### src/common/amc_cfg.svh
// Named constants of the attachment unit message control block.
// Assumes a 100 MHz core clock and a 10 Mb/s serial bit rate.
`ifndef AMC_CFG_SVH
`define AMC_CFG_SVH

// ----------------------------------------------------------------------
// Timing
// ----------------------------------------------------------------------
`define AMC_CLK_NS 10
`define AMC_BIT_NS 100
`define AMC_BIT_CYC (`AMC_BIT_NS / `AMC_CLK_NS)
`define AMC_TEST_DLY_NS 1000
`define AMC_TEST_DLY_CYC (`AMC_TEST_DLY_NS / `AMC_CLK_NS)
`define AMC_TEST_BITS 10
`define AMC_TEST_CYC (`AMC_TEST_BITS * `AMC_BIT_CYC)
`define AMC_JAB_MS 50
`define AMC_NS_PER_MS 1000000
`define AMC_JAB_CYC (`AMC_JAB_MS * `AMC_NS_PER_MS / `AMC_CLK_NS)

// ----------------------------------------------------------------------
// Register map
// ----------------------------------------------------------------------
`define AMC_OFS_CTRL 32'h0000_0000
`define AMC_OFS_STAT 32'h0000_0004
`define AMC_CTRL_ISO 0
`define AMC_STAT_TX 0
`define AMC_STAT_COLL 1
`define AMC_STAT_JAB 2
`define AMC_STAT_ISO 3
`define AMC_STAT_SQE 4
`define AMC_WORD_ZERO 32'h0000_0000
`define AMC_HTRANS_ACT 1
`define AMC_HRESP_OKAY 1'b0
`define AMC_CNT_ZERO 8'h00
`define AMC_JAB_ZERO 32'h0000_0000

`endif

### src/common/amc_pkg.sv
// Types of the attachment unit message control block.
// Assumes the constants header is not needed by users of these types.
package amc_pkg;

   // Abstract symbol classes exchanged with the line coder.
   typedef enum logic [1:0] {
      AMC_SYM_IDLE = 2'b00,
      AMC_SYM_ZERO = 2'b01,
      AMC_SYM_ONE = 2'b10,
      AMC_SYM_CPAT = 2'b11
   } amc_sym_t;

   typedef enum logic [1:0] {
      AMC_SQE_IDLE = 2'b00,
      AMC_SQE_WAIT = 2'b01,
      AMC_SQE_TEST = 2'b10
   } amc_sqe_t;

   typedef struct packed {
      logic hsel;
      logic [1:0] htrans;
      logic [31:0] haddr;
      logic hwrite;
      logic [2:0] hsize;
      logic [31:0] hwdata;
      logic hready;
   } amc_ahb_req_t;

   typedef struct packed {
      logic [31:0] hrdata;
      logic hreadyout;
      logic hresp;
   } amc_ahb_rsp_t;

   typedef struct packed {
      amc_sqe_t quality_error_indication;
      logic [7:0] cnt;
      logic [31:0] jab_cnt;
      logic jabbered;
      logic tx_active;
      logic collision;
      amc_sym_t rx_sym;
      amc_sym_t stat_sym;
      logic med_bit;
      logic drv_en;
      logic pos_dis;
      logic ctrl_iso;
      logic wr_pend;
      logic [31:0] wr_addr;
      logic [31:0] rdata;
   } amc_state_t;

endpackage : amc_pkg

### src/amc_top.sv
// Message and control logic of a coaxial trunk attachment unit, facing the station.
// Assumes separate line coders turn symbol classes into phase-coded circuits,
// and an analogue front end reports receive bits and collision levels.
//
// Overview of operation
// Data symbols on transmit circuit mean output.
// Idle on control-out gives nonintrusive state.
// Collision pattern on control-out isolates transmitter.
// Received zero or one sent as data symbol.
// Received data forwarded without retiming.
// No received data means idle on receive circuit.
// Status circuit idle unless quality error sent.
// No quality error with one transmitter.
// Quality error when remote collision is conclusive.
// Collision while transmitting raises quality error.
// Test sequence after every output frame.
// Jabber inhibit raises quality error.
// Error within 9 bits, removed within 20.
// Quality error is collision pattern on status.
// Quality error works regardless of station output.
// Positive disable and release of transmitter.
// Driver enable and disable of data path.
// Collision and no-collision indications kept.
// Test starts 0.6-1.6 us, lasts 10 bits.
// Jabber window between 20 and 150 ms.
// Isolate within 20 ms, receive path untouched.
// Symbols handled as abstract classes.
`timescale 1ns/10ps
`default_nettype none
`include "amc_cfg.svh"

module amc_top
#(
   parameter int unsigned JAB_CYC = `AMC_JAB_CYC
)
(
   // Clock and reset
   input wire logic clock_in,
   input wire logic rst_in,
   // Register bus
   input wire amc_pkg::amc_ahb_req_t ahb_in,
   output amc_pkg::amc_ahb_rsp_t ahb_out,
   // Station transmit side
   input wire amc_pkg::amc_sym_t transmit_data_circuit_in,
   input wire amc_pkg::amc_sym_t control_out_circuit_in,
   // Station receive side
   output amc_pkg::amc_sym_t receive_data_circuit_out,
   output amc_pkg::amc_sym_t status_in_circuit_out,
   // Medium side
   input wire logic rx_valid_in,
   input wire logic rx_bit_in,
   input wire logic coll_det_in,
   input wire logic remote_multi_in,
   output logic med_bit_out,
   output logic driver_enable_out,
   output logic positive_disable_out,
   output logic collision_out,
   output logic no_collision_out
);
   import amc_pkg::*;

   amc_state_t st;
   amc_state_t next_st;
   logic take;
   logic sqe_on;
   logic [1:0] wr_hit;
   logic [1:0] rd_hit;

   // ----------------------------------------------------------------------
   // Helpers
   // ----------------------------------------------------------------------
   // Returns {status hit, control hit} for a byte address.
   function automatic logic [1:0] amc_decode(input logic [31:0] addr);
      amc_decode = {addr == `AMC_OFS_STAT, addr == `AMC_OFS_CTRL};
   endfunction : amc_decode

   function automatic logic amc_is_data(input amc_sym_t sym);
      amc_is_data = (sym == AMC_SYM_ZERO) || (sym == AMC_SYM_ONE);
   endfunction : amc_is_data

   // ----------------------------------------------------------------------
   // Next state
   // ----------------------------------------------------------------------
   always_comb
   begin
      next_st = st;
      take = ahb_in.hsel && ahb_in.htrans[`AMC_HTRANS_ACT] && ahb_in.hready;
      wr_hit = amc_decode(st.wr_addr);
      rd_hit = amc_decode(ahb_in.haddr);
      next_st.tx_active = amc_is_data(transmit_data_circuit_in); // see R1
      // Isolate message or register isolate engages positive disable; idle on control-out releases it only while the register isolate is clear.
      next_st.pos_dis = (control_out_circuit_in == AMC_SYM_CPAT) || st.ctrl_iso; // see R2 see R3 see R16
      // The isolate message doubles as the jabber reset.
      if (next_st.pos_dis)
      begin
         next_st.jabbered = 1'b0;
         next_st.jab_cnt = `AMC_JAB_ZERO;
      end
      else if (next_st.tx_active && !st.jabbered)
      begin
         if (st.jab_cnt == 32'(JAB_CYC - 1))
         begin
            next_st.jabbered = 1'b1;
         end
         else
         begin
            next_st.jab_cnt = st.jab_cnt + 32'd1;
         end
      end
      else if (!next_st.tx_active)
      begin
         next_st.jab_cnt = `AMC_JAB_ZERO;
      end
      next_st.drv_en = next_st.tx_active && !next_st.jabbered && !next_st.pos_dis; // see R17
      next_st.med_bit = (transmit_data_circuit_in == AMC_SYM_ONE);
      // Own collision level while driving, remote conclusive level otherwise.
      next_st.collision = next_st.drv_en ? coll_det_in : remote_multi_in; // see R9 see R10
      case (st.quality_error_indication)
         AMC_SQE_IDLE:
         begin
            if (st.tx_active && !next_st.tx_active)
            begin
               next_st.quality_error_indication = AMC_SQE_WAIT;
               next_st.cnt = 8'(`AMC_TEST_DLY_CYC - 1);
            end
         end
         AMC_SQE_WAIT:
         begin
            if (st.cnt == `AMC_CNT_ZERO)
            begin
               next_st.quality_error_indication = AMC_SQE_TEST;
               next_st.cnt = 8'(`AMC_TEST_CYC - 1);
            end
            else
            begin
               next_st.cnt = st.cnt - 8'd1;
            end
         end
         AMC_SQE_TEST:
         begin
            if (st.cnt == `AMC_CNT_ZERO)
            begin
               next_st.quality_error_indication = AMC_SQE_IDLE;
            end
            else
            begin
               next_st.cnt = st.cnt - 8'd1;
            end
         end
         default:
         begin
            next_st.quality_error_indication = AMC_SQE_IDLE;
            next_st.cnt = `AMC_CNT_ZERO;
         end
      endcase
      // No other source, so a lone transmitter raises the error only through jabber or the test sequence.
      sqe_on = next_st.collision || next_st.jabbered || (next_st.quality_error_indication == AMC_SQE_TEST); // see R8 see R12
      next_st.stat_sym = sqe_on ? AMC_SYM_CPAT : AMC_SYM_IDLE; // see R7 see R13
      // One register stage only; the medium's bit timing passes straight through.
      next_st.rx_sym = !rx_valid_in ? AMC_SYM_IDLE : (rx_bit_in ? AMC_SYM_ONE : AMC_SYM_ZERO); // see R4 see R5
      // Bus slave: address phase captured, write lands in the data phase.
      next_st.wr_pend = take && ahb_in.hwrite;
      if (take)
      begin
         next_st.wr_addr = ahb_in.haddr;
      end
      if (st.wr_pend && wr_hit[0])
      begin
         next_st.ctrl_iso = ahb_in.hwdata[`AMC_CTRL_ISO];
      end
      if (take && !ahb_in.hwrite)
      begin
         next_st.rdata = `AMC_WORD_ZERO;
         if (rd_hit[0])
         begin
            next_st.rdata[`AMC_CTRL_ISO] = st.ctrl_iso;
         end
         if (rd_hit[1])
         begin
            next_st.rdata[`AMC_STAT_TX] = st.tx_active;
            next_st.rdata[`AMC_STAT_COLL] = st.collision;
            next_st.rdata[`AMC_STAT_JAB] = st.jabbered;
            next_st.rdata[`AMC_STAT_ISO] = st.pos_dis;
            next_st.rdata[`AMC_STAT_SQE] = (st.stat_sym == AMC_SYM_CPAT);
         end
      end
   end

   // ----------------------------------------------------------------------
   // State register and outputs
   // ----------------------------------------------------------------------
   always_ff @(posedge clock_in)
   begin
      if (rst_in)
      begin
         st <= '0;
      end
      else
      begin
         st <= next_st;
      end
   end

   assign ahb_out = '{hrdata: st.rdata, hreadyout: 1'b1, hresp: `AMC_HRESP_OKAY};
   assign receive_data_circuit_out = st.rx_sym;
   assign status_in_circuit_out = st.stat_sym;
   assign med_bit_out = st.med_bit;
   assign driver_enable_out = st.drv_en;
   assign positive_disable_out = st.pos_dis;
   assign collision_out = st.collision;
   assign no_collision_out = !st.collision;

   // ----------------------------------------------------------------------
   // Assertions
   // ----------------------------------------------------------------------
   AST_RX_DATA: assert property (@(posedge clock_in) disable iff (rst_in)
      rx_valid_in |-> ##1 (receive_data_circuit_out == ($past(rx_bit_in) ? AMC_SYM_ONE : AMC_SYM_ZERO)))
      else $error("Received bit not forwarded as data symbol.");

   AST_RX_IDLE: assert property (@(posedge clock_in) disable iff (rst_in)
      !rx_valid_in |-> ##1 (receive_data_circuit_out == AMC_SYM_IDLE))
      else $error("Receive circuit not idle without data.");

   AST_SQE_ON: assert property (@(posedge clock_in) disable iff (rst_in)
      (driver_enable_out && coll_det_in && amc_is_data(transmit_data_circuit_in)
      && control_out_circuit_in != AMC_SYM_CPAT && !st.ctrl_iso) |-> ##[1:2] (status_in_circuit_out == AMC_SYM_CPAT))
      else $error("Collision not signalled in time.");

   AST_SQE_QUIET: assert property (@(posedge clock_in) disable iff (rst_in)
      (!coll_det_in && !remote_multi_in && !next_st.jabbered && next_st.quality_error_indication != AMC_SQE_TEST)
      |=> (status_in_circuit_out == AMC_SYM_IDLE))
      else $error("Quality error raised without cause.");

   AST_ISOLATE: assert property (@(posedge clock_in) disable iff (rst_in)
      (control_out_circuit_in == AMC_SYM_CPAT) |-> ##1 (positive_disable_out && !driver_enable_out))
      else $error("Isolate did not disable the transmitter.");

   AST_NORMAL: assert property (@(posedge clock_in) disable iff (rst_in)
      (control_out_circuit_in == AMC_SYM_IDLE && !st.ctrl_iso) |-> ##1 !positive_disable_out)
      else $error("Normal message did not release the transmitter.");

   AST_TEST_START: assert property (@(posedge clock_in) disable iff (rst_in)
      $fell(st.tx_active) && st.quality_error_indication == AMC_SQE_WAIT |-> ##[59:160] (status_in_circuit_out == AMC_SYM_CPAT))
      else $error("Test sequence did not start in its window.");

   AST_TEST_LEN: assert property (@(posedge clock_in) disable iff (rst_in)
      $rose(st.quality_error_indication == AMC_SQE_TEST) |-> ##99 (st.quality_error_indication == AMC_SQE_TEST) ##1 (st.quality_error_indication != AMC_SQE_TEST))
      else $error("Test sequence length wrong.");

   AST_JABBER: assert property (@(posedge clock_in) disable iff (rst_in)
      st.jabbered |-> (status_in_circuit_out == AMC_SYM_CPAT && !driver_enable_out))
      else $error("Jabber inhibit not signalled.");

   AST_TX_PASS: assert property (@(posedge clock_in) disable iff (rst_in)
      (transmit_data_circuit_in == AMC_SYM_ONE && control_out_circuit_in != AMC_SYM_CPAT && !st.ctrl_iso && !st.jabbered)
      |-> ##1 (med_bit_out && (driver_enable_out || st.jabbered)))
      else $error("Output data not driven to the medium.");

   // ----------------------------------------------------------------------
   // Rule checks
   // ----------------------------------------------------------------------
   AST_RX_FOLLOW: assert property (@(posedge clock_in) disable iff (rst_in)
      (rx_valid_in && $past(rx_valid_in) && $changed(rx_bit_in))
      |=> $changed(receive_data_circuit_out))
      else $error("Received bit change not passed straight on.");

   AST_RX_CLASS: assert property (@(posedge clock_in) disable iff (rst_in)
      (receive_data_circuit_out != AMC_SYM_CPAT))
      else $error("Receive circuit carried the collision pattern.");

   AST_STAT_CLASS: assert property (@(posedge clock_in) disable iff (rst_in)
      (status_in_circuit_out == AMC_SYM_IDLE || status_in_circuit_out == AMC_SYM_CPAT))
      else $error("Status circuit carried a data symbol.");

   AST_SQE_REMOTE: assert property (@(posedge clock_in) disable iff (rst_in)
      (remote_multi_in && !amc_is_data(transmit_data_circuit_in))
      |=> (status_in_circuit_out == AMC_SYM_CPAT))
      else $error("Remote collision not signalled.");

   AST_SQE_DROP: assert property (@(posedge clock_in) disable iff (rst_in)
      (!coll_det_in && !remote_multi_in && !st.jabbered && !st.tx_active && st.quality_error_indication == AMC_SQE_IDLE)
      |=> (status_in_circuit_out == AMC_SYM_IDLE))
      else $error("Quality error kept after its cause ended.");

   AST_COLL_PAIR: assert property (@(posedge clock_in) disable iff (rst_in)
      (collision_out != no_collision_out))
      else $error("Collision indications not complementary.");

   AST_COLL_SIGNAL: assert property (@(posedge clock_in) disable iff (rst_in)
      collision_out
      |-> (status_in_circuit_out == AMC_SYM_CPAT))
      else $error("Collision without quality error.");

   AST_DRV_IDLE: assert property (@(posedge clock_in) disable iff (rst_in)
      !amc_is_data(transmit_data_circuit_in)
      |=> !driver_enable_out)
      else $error("Driver left on without output data.");

   AST_DRV_START: assert property (@(posedge clock_in) disable iff (rst_in)
      (amc_is_data(transmit_data_circuit_in) && !st.tx_active && !st.jabbered
      && control_out_circuit_in != AMC_SYM_CPAT && !st.ctrl_iso) |=> driver_enable_out)
      else $error("Driver not enabled at frame start.");

   AST_DRV_SAFE: assert property (@(posedge clock_in) disable iff (rst_in)
      driver_enable_out
      |-> !positive_disable_out)
      else $error("Driver enabled while positively disabled.");

   AST_ISO_HOLD: assert property (@(posedge clock_in) disable iff (rst_in)
      st.ctrl_iso
      |=> positive_disable_out)
      else $error("Register isolate did not disable the transmitter.");

   AST_ISO_RX: assert property (@(posedge clock_in) disable iff (rst_in)
      (control_out_circuit_in == AMC_SYM_CPAT && rx_valid_in && rx_bit_in)
      |=> (receive_data_circuit_out == AMC_SYM_ONE))
      else $error("Isolate disturbed the receive path.");

   AST_ISO_COLL: assert property (@(posedge clock_in) disable iff (rst_in)
      (control_out_circuit_in == AMC_SYM_CPAT && remote_multi_in)
      |=> collision_out)
      else $error("Isolate disturbed the collision path.");

   AST_JAB_SET: assert property (@(posedge clock_in) disable iff (rst_in)
      (driver_enable_out && st.jab_cnt == 32'(JAB_CYC - 1) && amc_is_data(transmit_data_circuit_in)
      && control_out_circuit_in != AMC_SYM_CPAT && !st.ctrl_iso) |=> (st.jabbered && !driver_enable_out))
      else $error("Jabber window not enforced.");

   AST_JAB_HOLD: assert property (@(posedge clock_in) disable iff (rst_in)
      (st.jabbered && control_out_circuit_in != AMC_SYM_CPAT && !st.ctrl_iso)
      |=> st.jabbered)
      else $error("Jabber inhibit released without isolate.");

   AST_JAB_RESET: assert property (@(posedge clock_in) disable iff (rst_in)
      positive_disable_out
      |-> !st.jabbered)
      else $error("Isolate did not reset the jabber inhibit.");

   AST_MED_ONE: assert property (@(posedge clock_in) disable iff (rst_in)
      (transmit_data_circuit_in == AMC_SYM_ONE)
      |=> med_bit_out)
      else $error("Output one not passed to the medium.");

   AST_MED_ZERO: assert property (@(posedge clock_in) disable iff (rst_in)
      (transmit_data_circuit_in != AMC_SYM_ONE)
      |=> !med_bit_out)
      else $error("Medium bit high without output one.");

   AST_TEST_ARM: assert property (@(posedge clock_in) disable iff (rst_in)
      (st.tx_active && !amc_is_data(transmit_data_circuit_in) && st.quality_error_indication == AMC_SQE_IDLE)
      |=> (st.quality_error_indication == AMC_SQE_WAIT))
      else $error("Frame end did not arm the test sequence.");

   AST_CTRL_WRITE: assert property (@(posedge clock_in) disable iff (rst_in)
      (st.wr_pend && st.wr_addr == `AMC_OFS_CTRL)
      |=> (st.ctrl_iso == $past(ahb_in.hwdata[`AMC_CTRL_ISO])))
      else $error("Control write did not land.");

   AST_TEST_SIGNAL: assert property (@(posedge clock_in) disable iff (rst_in)
      (st.quality_error_indication == AMC_SQE_TEST)
      |-> (status_in_circuit_out == AMC_SYM_CPAT))
      else $error("Test sequence not shown on the status circuit.");

   AST_NO_CAUSE: assert property (@(posedge clock_in) disable iff (rst_in)
      (!collision_out && !st.jabbered && st.quality_error_indication != AMC_SQE_TEST)
      |-> (status_in_circuit_out == AMC_SYM_IDLE))
      else $error("Quality error shown with no cause.");

   AST_TX_SEEN: assert property (@(posedge clock_in) disable iff (rst_in)
      amc_is_data(transmit_data_circuit_in)
      |=> st.tx_active)
      else $error("Output data not recognised.");

   AST_BUS_OKAY: assert property (@(posedge clock_in) disable iff (rst_in)
      (ahb_out.hreadyout && ahb_out.hresp == `AMC_HRESP_OKAY))
      else $error("Bus response not ready and okay.");

endmodule : amc_top

`default_nettype wire

### config.mk
export PLATFORM = sky130hd
export DESIGN_NAME = amc_top
export DESIGN_NICKNAME = d
export VERILOG_FILES = /design/src/common/amc_pkg.sv /design/src/amc_top.sv
export VERILOG_INCLUDE_DIRS = /design/src /design/src/common
export SDC_FILE = /design/constraint.sdc
export NUM_CORES = 1
export LEC_CHECK = 0
export BUFFER_PORTS_ARGS = -buffer_cell sky130_fd_sc_hd__buf_4
export CORE_UTILIZATION = 47
export CTS_CLUSTER_SIZE = 20
export DETAILED_ROUTE_END_ITERATION = 10
export PLACE_DENSITY = 0.75
export REMOVE_ABC_BUFFERS = 1
export SLEW_MARGIN = 20
export SYNTH_ARGS = -nofsm -noshare
export SYNTH_HDL_FRONTEND = slang
export SYNTH_SLANG_ARGS = --single-unit
export TNS_END_PERCENT = 100
### constraint.sdc
create_clock -name clock_in -period 2.9 [get_ports clock_in]
set_clock_uncertainty 0.2 [all_clocks]
set_input_delay 0.725 -clock clock_in [delete_from_list [all_inputs] [get_ports clock_in]]
set_output_delay 0.725 -clock clock_in [all_outputs]
set_load 0.01 [all_outputs]
==> results.cfg <==
[setup_path]
worstRegToRegCells = 5
cp_data_arrival_time_ns = 2.47
worst_r2r_startpoint = st[82]
critPathRequiredTime_ns = 2.98
crit_end_category = flip-flop
crit-reg2reg-capture = st[101]
startpoint_type_of_the_worst_setup_path = flip-flop
setup.reg_to_reg.worst_slack_ns = 0.51
critical_path_peak_fanout = 8
critical_path_class = reg -> reg

[floorplan]
die_width_um = 98.8
fp.dieH_um = 98.8
start_util_pct = 49.6
core-area_um2 = 8890
design.portCount = 125
fp.dieArea_um2 = 9770
placement_rows = 34

[synth]
synth_edf_count = 0
yosys.cell_types.count = 55
syn-instance-count = 542
yosys_register_bits = 90
ys_seq_area_share_pct = 40.9
synthFlopType = sky130_fd_sc_hd__dfxtp_1
average_footprint_of_a_synthesized_cell_um2 = 8.13
synthesis.yosys.warnings = 0
ys_async_sr_fraction_pct = 0
synth_area_um2 = 4410

[finish]
final-instance-count-excl-fill = 703
insertedDiodeCount = 0
num-nets-final = 676
final_layout_size_suffix_gt1_share_pct = 16.6
flow.area_growth_from_synthesis_pct = 12.7

[run]
drv_cap = 0

[global_route]
pin_count_of_the_biggest_net_entering_global_routing = 34
grt_pass1_vias = 3601
grt_pass1_wl_mm = 16.5
number_of_antenna_violations_at_the_first_check_in_global_routing = 0
grt_overflow_total = 0
total_grt_usage_pct = 20.8

[sta]
max-slew-margin-rel_pct = 66.9
hold_ws_ns = 0.261
worst-slew-pin-transition_ns = 0.484
slew_violations = 0
min_cycle_time_layout_ns = 2.39
final-hold-violation-count = 0
min_period_over_period_pct = 82.5
finalSetupViolCount = 0
clock.fmax_ghz = 0.418
final.setup.tns_ns = 0
grt_setup_unrepaired = false

[hold_path]
hold_depth = 2
worstHoldPathType = reg -> reg
worstHoldStart = st[47]
hold_end = st[47]

[cts]
clockRootBuffer = sky130_fd_sc_hd__clkbuf_8
tritoncts = built
ctsHoldBuffers = 0
cts.clk_slew.worst_paths_ns = 0.10
worstSkewPairLatency_ns = 0.36
clock_tree.htree_level_count = 3
ctsLongestPathBuffers = 2
ctsResizeCount = 0
post-cts-setup-buffer-count = 0
clock_sink_count = 90
cts_inserted_buffers = 9

[drt]
route.detailed.wl_per_inst_um = 14.2
postRouteWirelength_mm = 9.98
drt-pass1-iter-count = 4
drt_iter0_markers = 132
via_count = 4005
route.detailed.vias_per_inst = 5.70
drc = 0
antenna_nets_post_route = 0

[outcome]
run_status = completed

[placed_design]
dpl.hpwl_mm = 7.30
routabilityCongestion = 0.855
io_buffer_count = 60
place.detailed.instances = 687

[power]
power_per_cell_area_nw_per_um2 = 496
vdd.ir_drop.worst_mv = 0.254
cellLeakagePower_nw = 1.80
[area by class of cell]
type | instances | area, µm²
fill | 829 | 3920
inverter | 9 | 33.8
tap | 108 | 135
sequential | 90 | 1800
timing repair buffer | 71 | 533
clock inverter | 6 | 48.8
multi-input combinational | 409 | 2290
clock buffer | 10 | 128
[per-stage QoR]
stage | util, % | setup WS [ns] | power [mW] | area [µm²]
detailed placement | 53.9 | 0.246 | 1.71 | 4790
finish | 55.9 | 0.508 | 2.47 | 4970
global placement | 53.9 | 0.297 | 1.70 | 4790
global route | 55.9 | 0.327 | 2.59 | 4970
CTS | 55.9 | 0.529 | 2.49 | 4970
floorplan | - | 0.223 | 1.57 | 4130
[power by group]
part,internal (mW),switching [mW],total (mW),leakage (nW)
clock network,0.319,0.453,0.772,0.0795
registers,1.28,0.0439,1.32,0.730
logic,0.166,0.204,0.371,0.991
[cell families after synthesis]
kind of cell,share of synthesized area [%]
compound gates,14.8
xor+xnor,1.39
fa+ha+maj,1.14
buf+inv,9.48
flops,40.9
mux,1.36
other cells,0.170
simple gates,30.8
[Yosys cell counts, types with 2 or more instances]
| cell | count | area, µm² |
|---|---|---|
| sky130_fd_sc_hd__a211oi_1 | 2 | 15.0 |
| sky130_fd_sc_hd__a21oi_1 | 63 | 315 |
| sky130_fd_sc_hd__a22oi_1 | 4 | 30.0 |
| sky130_fd_sc_hd__a31o_2 | 2 | 17.5 |
| sky130_fd_sc_hd__a31oi_1 | 3 | 18.8 |
| sky130_fd_sc_hd__and2_1 | 5 | 31.3 |
| sky130_fd_sc_hd__and4_1 | 8 | 70.1 |
| sky130_fd_sc_hd__buf_4 | 41 | 308 |
| sky130_fd_sc_hd__clkbuf_1 | 18 | 67.6 |
| sky130_fd_sc_hd__conb_1 | 2 | 7.51 |
| sky130_fd_sc_hd__dfxtp_1 | 90 | 1800 |
| sky130_fd_sc_hd__ha_1 | 4 | 50.1 |
| sky130_fd_sc_hd__inv_1 | 9 | 33.8 |
| sky130_fd_sc_hd__mux2i_1 | 6 | 60.1 |
| sky130_fd_sc_hd__nand2_1 | 94 | 353 |
| sky130_fd_sc_hd__nand2b_1 | 6 | 37.5 |
| sky130_fd_sc_hd__nand3_1 | 16 | 80.1 |
| sky130_fd_sc_hd__nand4_1 | 12 | 75.1 |
| sky130_fd_sc_hd__nor2_1 | 28 | 105 |
| sky130_fd_sc_hd__nor2b_1 | 2 | 12.5 |
| sky130_fd_sc_hd__nor3_1 | 12 | 60.1 |
| sky130_fd_sc_hd__nor3b_1 | 3 | 22.5 |
| sky130_fd_sc_hd__nor4_1 | 18 | 113 |
| sky130_fd_sc_hd__nor4_2 | 2 | 25.0 |
| sky130_fd_sc_hd__nor4b_1 | 3 | 26.3 |
| sky130_fd_sc_hd__o2111ai_1 | 2 | 17.5 |
| sky130_fd_sc_hd__o211ai_1 | 2 | 15.0 |
| sky130_fd_sc_hd__o21ai_0 | 12 | 60.1 |
| sky130_fd_sc_hd__o31ai_1 | 14 | 105 |
| sky130_fd_sc_hd__or3_1 | 11 | 68.8 |
| sky130_fd_sc_hd__or4_1 | 18 | 135 |
| sky130_fd_sc_hd__or4b_2 | 2 | 20.0 |
| sky130_fd_sc_hd__xnor2_1 | 5 | 43.8 |
| sky130_fd_sc_hd__xor2_1 | 2 | 17.5 |
[flip-flops by register name, summed over array words and instances, names as in the netlist]
| register | flops |
|---|---|
| st | 78 |
| ahb_out | 5 |
| receive_data_circuit_out | 2 |
| collision_out | 1 |
| driver_enable_out | 1 |
| med_bit_out | 1 |
| positive_disable_out | 1 |
| status_in_circuit_out | 1 |
[critical path, stage by stage (launching register included)]
cell and delay [ns]:
sky130_fd_sc_hd__dfxtp_1 0.49, sky130_fd_sc_hd__nand4_2 0.23, sky130_fd_sc_hd__nor3_2 0.38, sky130_fd_sc_hd__nand3_1 0.31, sky130_fd_sc_hd__or4_1 0.57, sky130_fd_sc_hd__a21oi_1 0.15
[how the worst max path moves through the flow]
| stage | slack [ns] | end | startpoint | depth (start not counted) |
|---|---|---|---|---|
| floorplan | 0.22 | st[88] | transmit_data_circuit_in[0] | 6 |
| global placement | 0.30 | st[90] | transmit_data_circuit_in[0] | 8 |
| detailed placement | 0.25 | st[94] | transmit_data_circuit_in[0] | 8 |
| CTS | 0.53 | st[105] | st[82] | 5 |
| global route | 0.33 | st[101] | st[82] | 5 |
| finish | 0.51 | st[101] | st[82] | 5 |
[metal layers]
metal	vias to the layer above	GRT usage [%]	part of all wire, %
li1	1991	-	-
met2	115	35.9	49
met5	-	0	0
met4	0	5.28	0.95
met3	12	4.75	5.6
met1	1887	26.1	45
[placed cells by master, fill, tap and decap left out, types with 8 or more instances in the layout]
cell type / netlist / final
sky130_fd_sc_hd__buf_4: 41 / 71
sky130_fd_sc_hd__nand2_1: 94 / 94
sky130_fd_sc_hd__and4_1: 8 / 8
sky130_fd_sc_hd__o21ai_0: 12 / 12
sky130_fd_sc_hd__dfxtp_1: 90 / 90
sky130_fd_sc_hd__nand3_1: 16 / 16
sky130_fd_sc_hd__inv_1: 9 / 9
sky130_fd_sc_hd__o31ai_1: 14 / 14
sky130_fd_sc_hd__nor2_1: 28 / 28
sky130_fd_sc_hd__a21oi_1: 63 / 63
sky130_fd_sc_hd__nor3_1: 12 / 12
sky130_fd_sc_hd__or3_1: 11 / 11
sky130_fd_sc_hd__nand4_1: 12 / 12
sky130_fd_sc_hd__conb_1: 2 / 29
sky130_fd_sc_hd__or4_1: 18 / 18
sky130_fd_sc_hd__nor4_1: 18 / 18
sky130_fd_sc_hd__clkbuf_8: 0 / 9
Power figures use the tool's default switching activity.
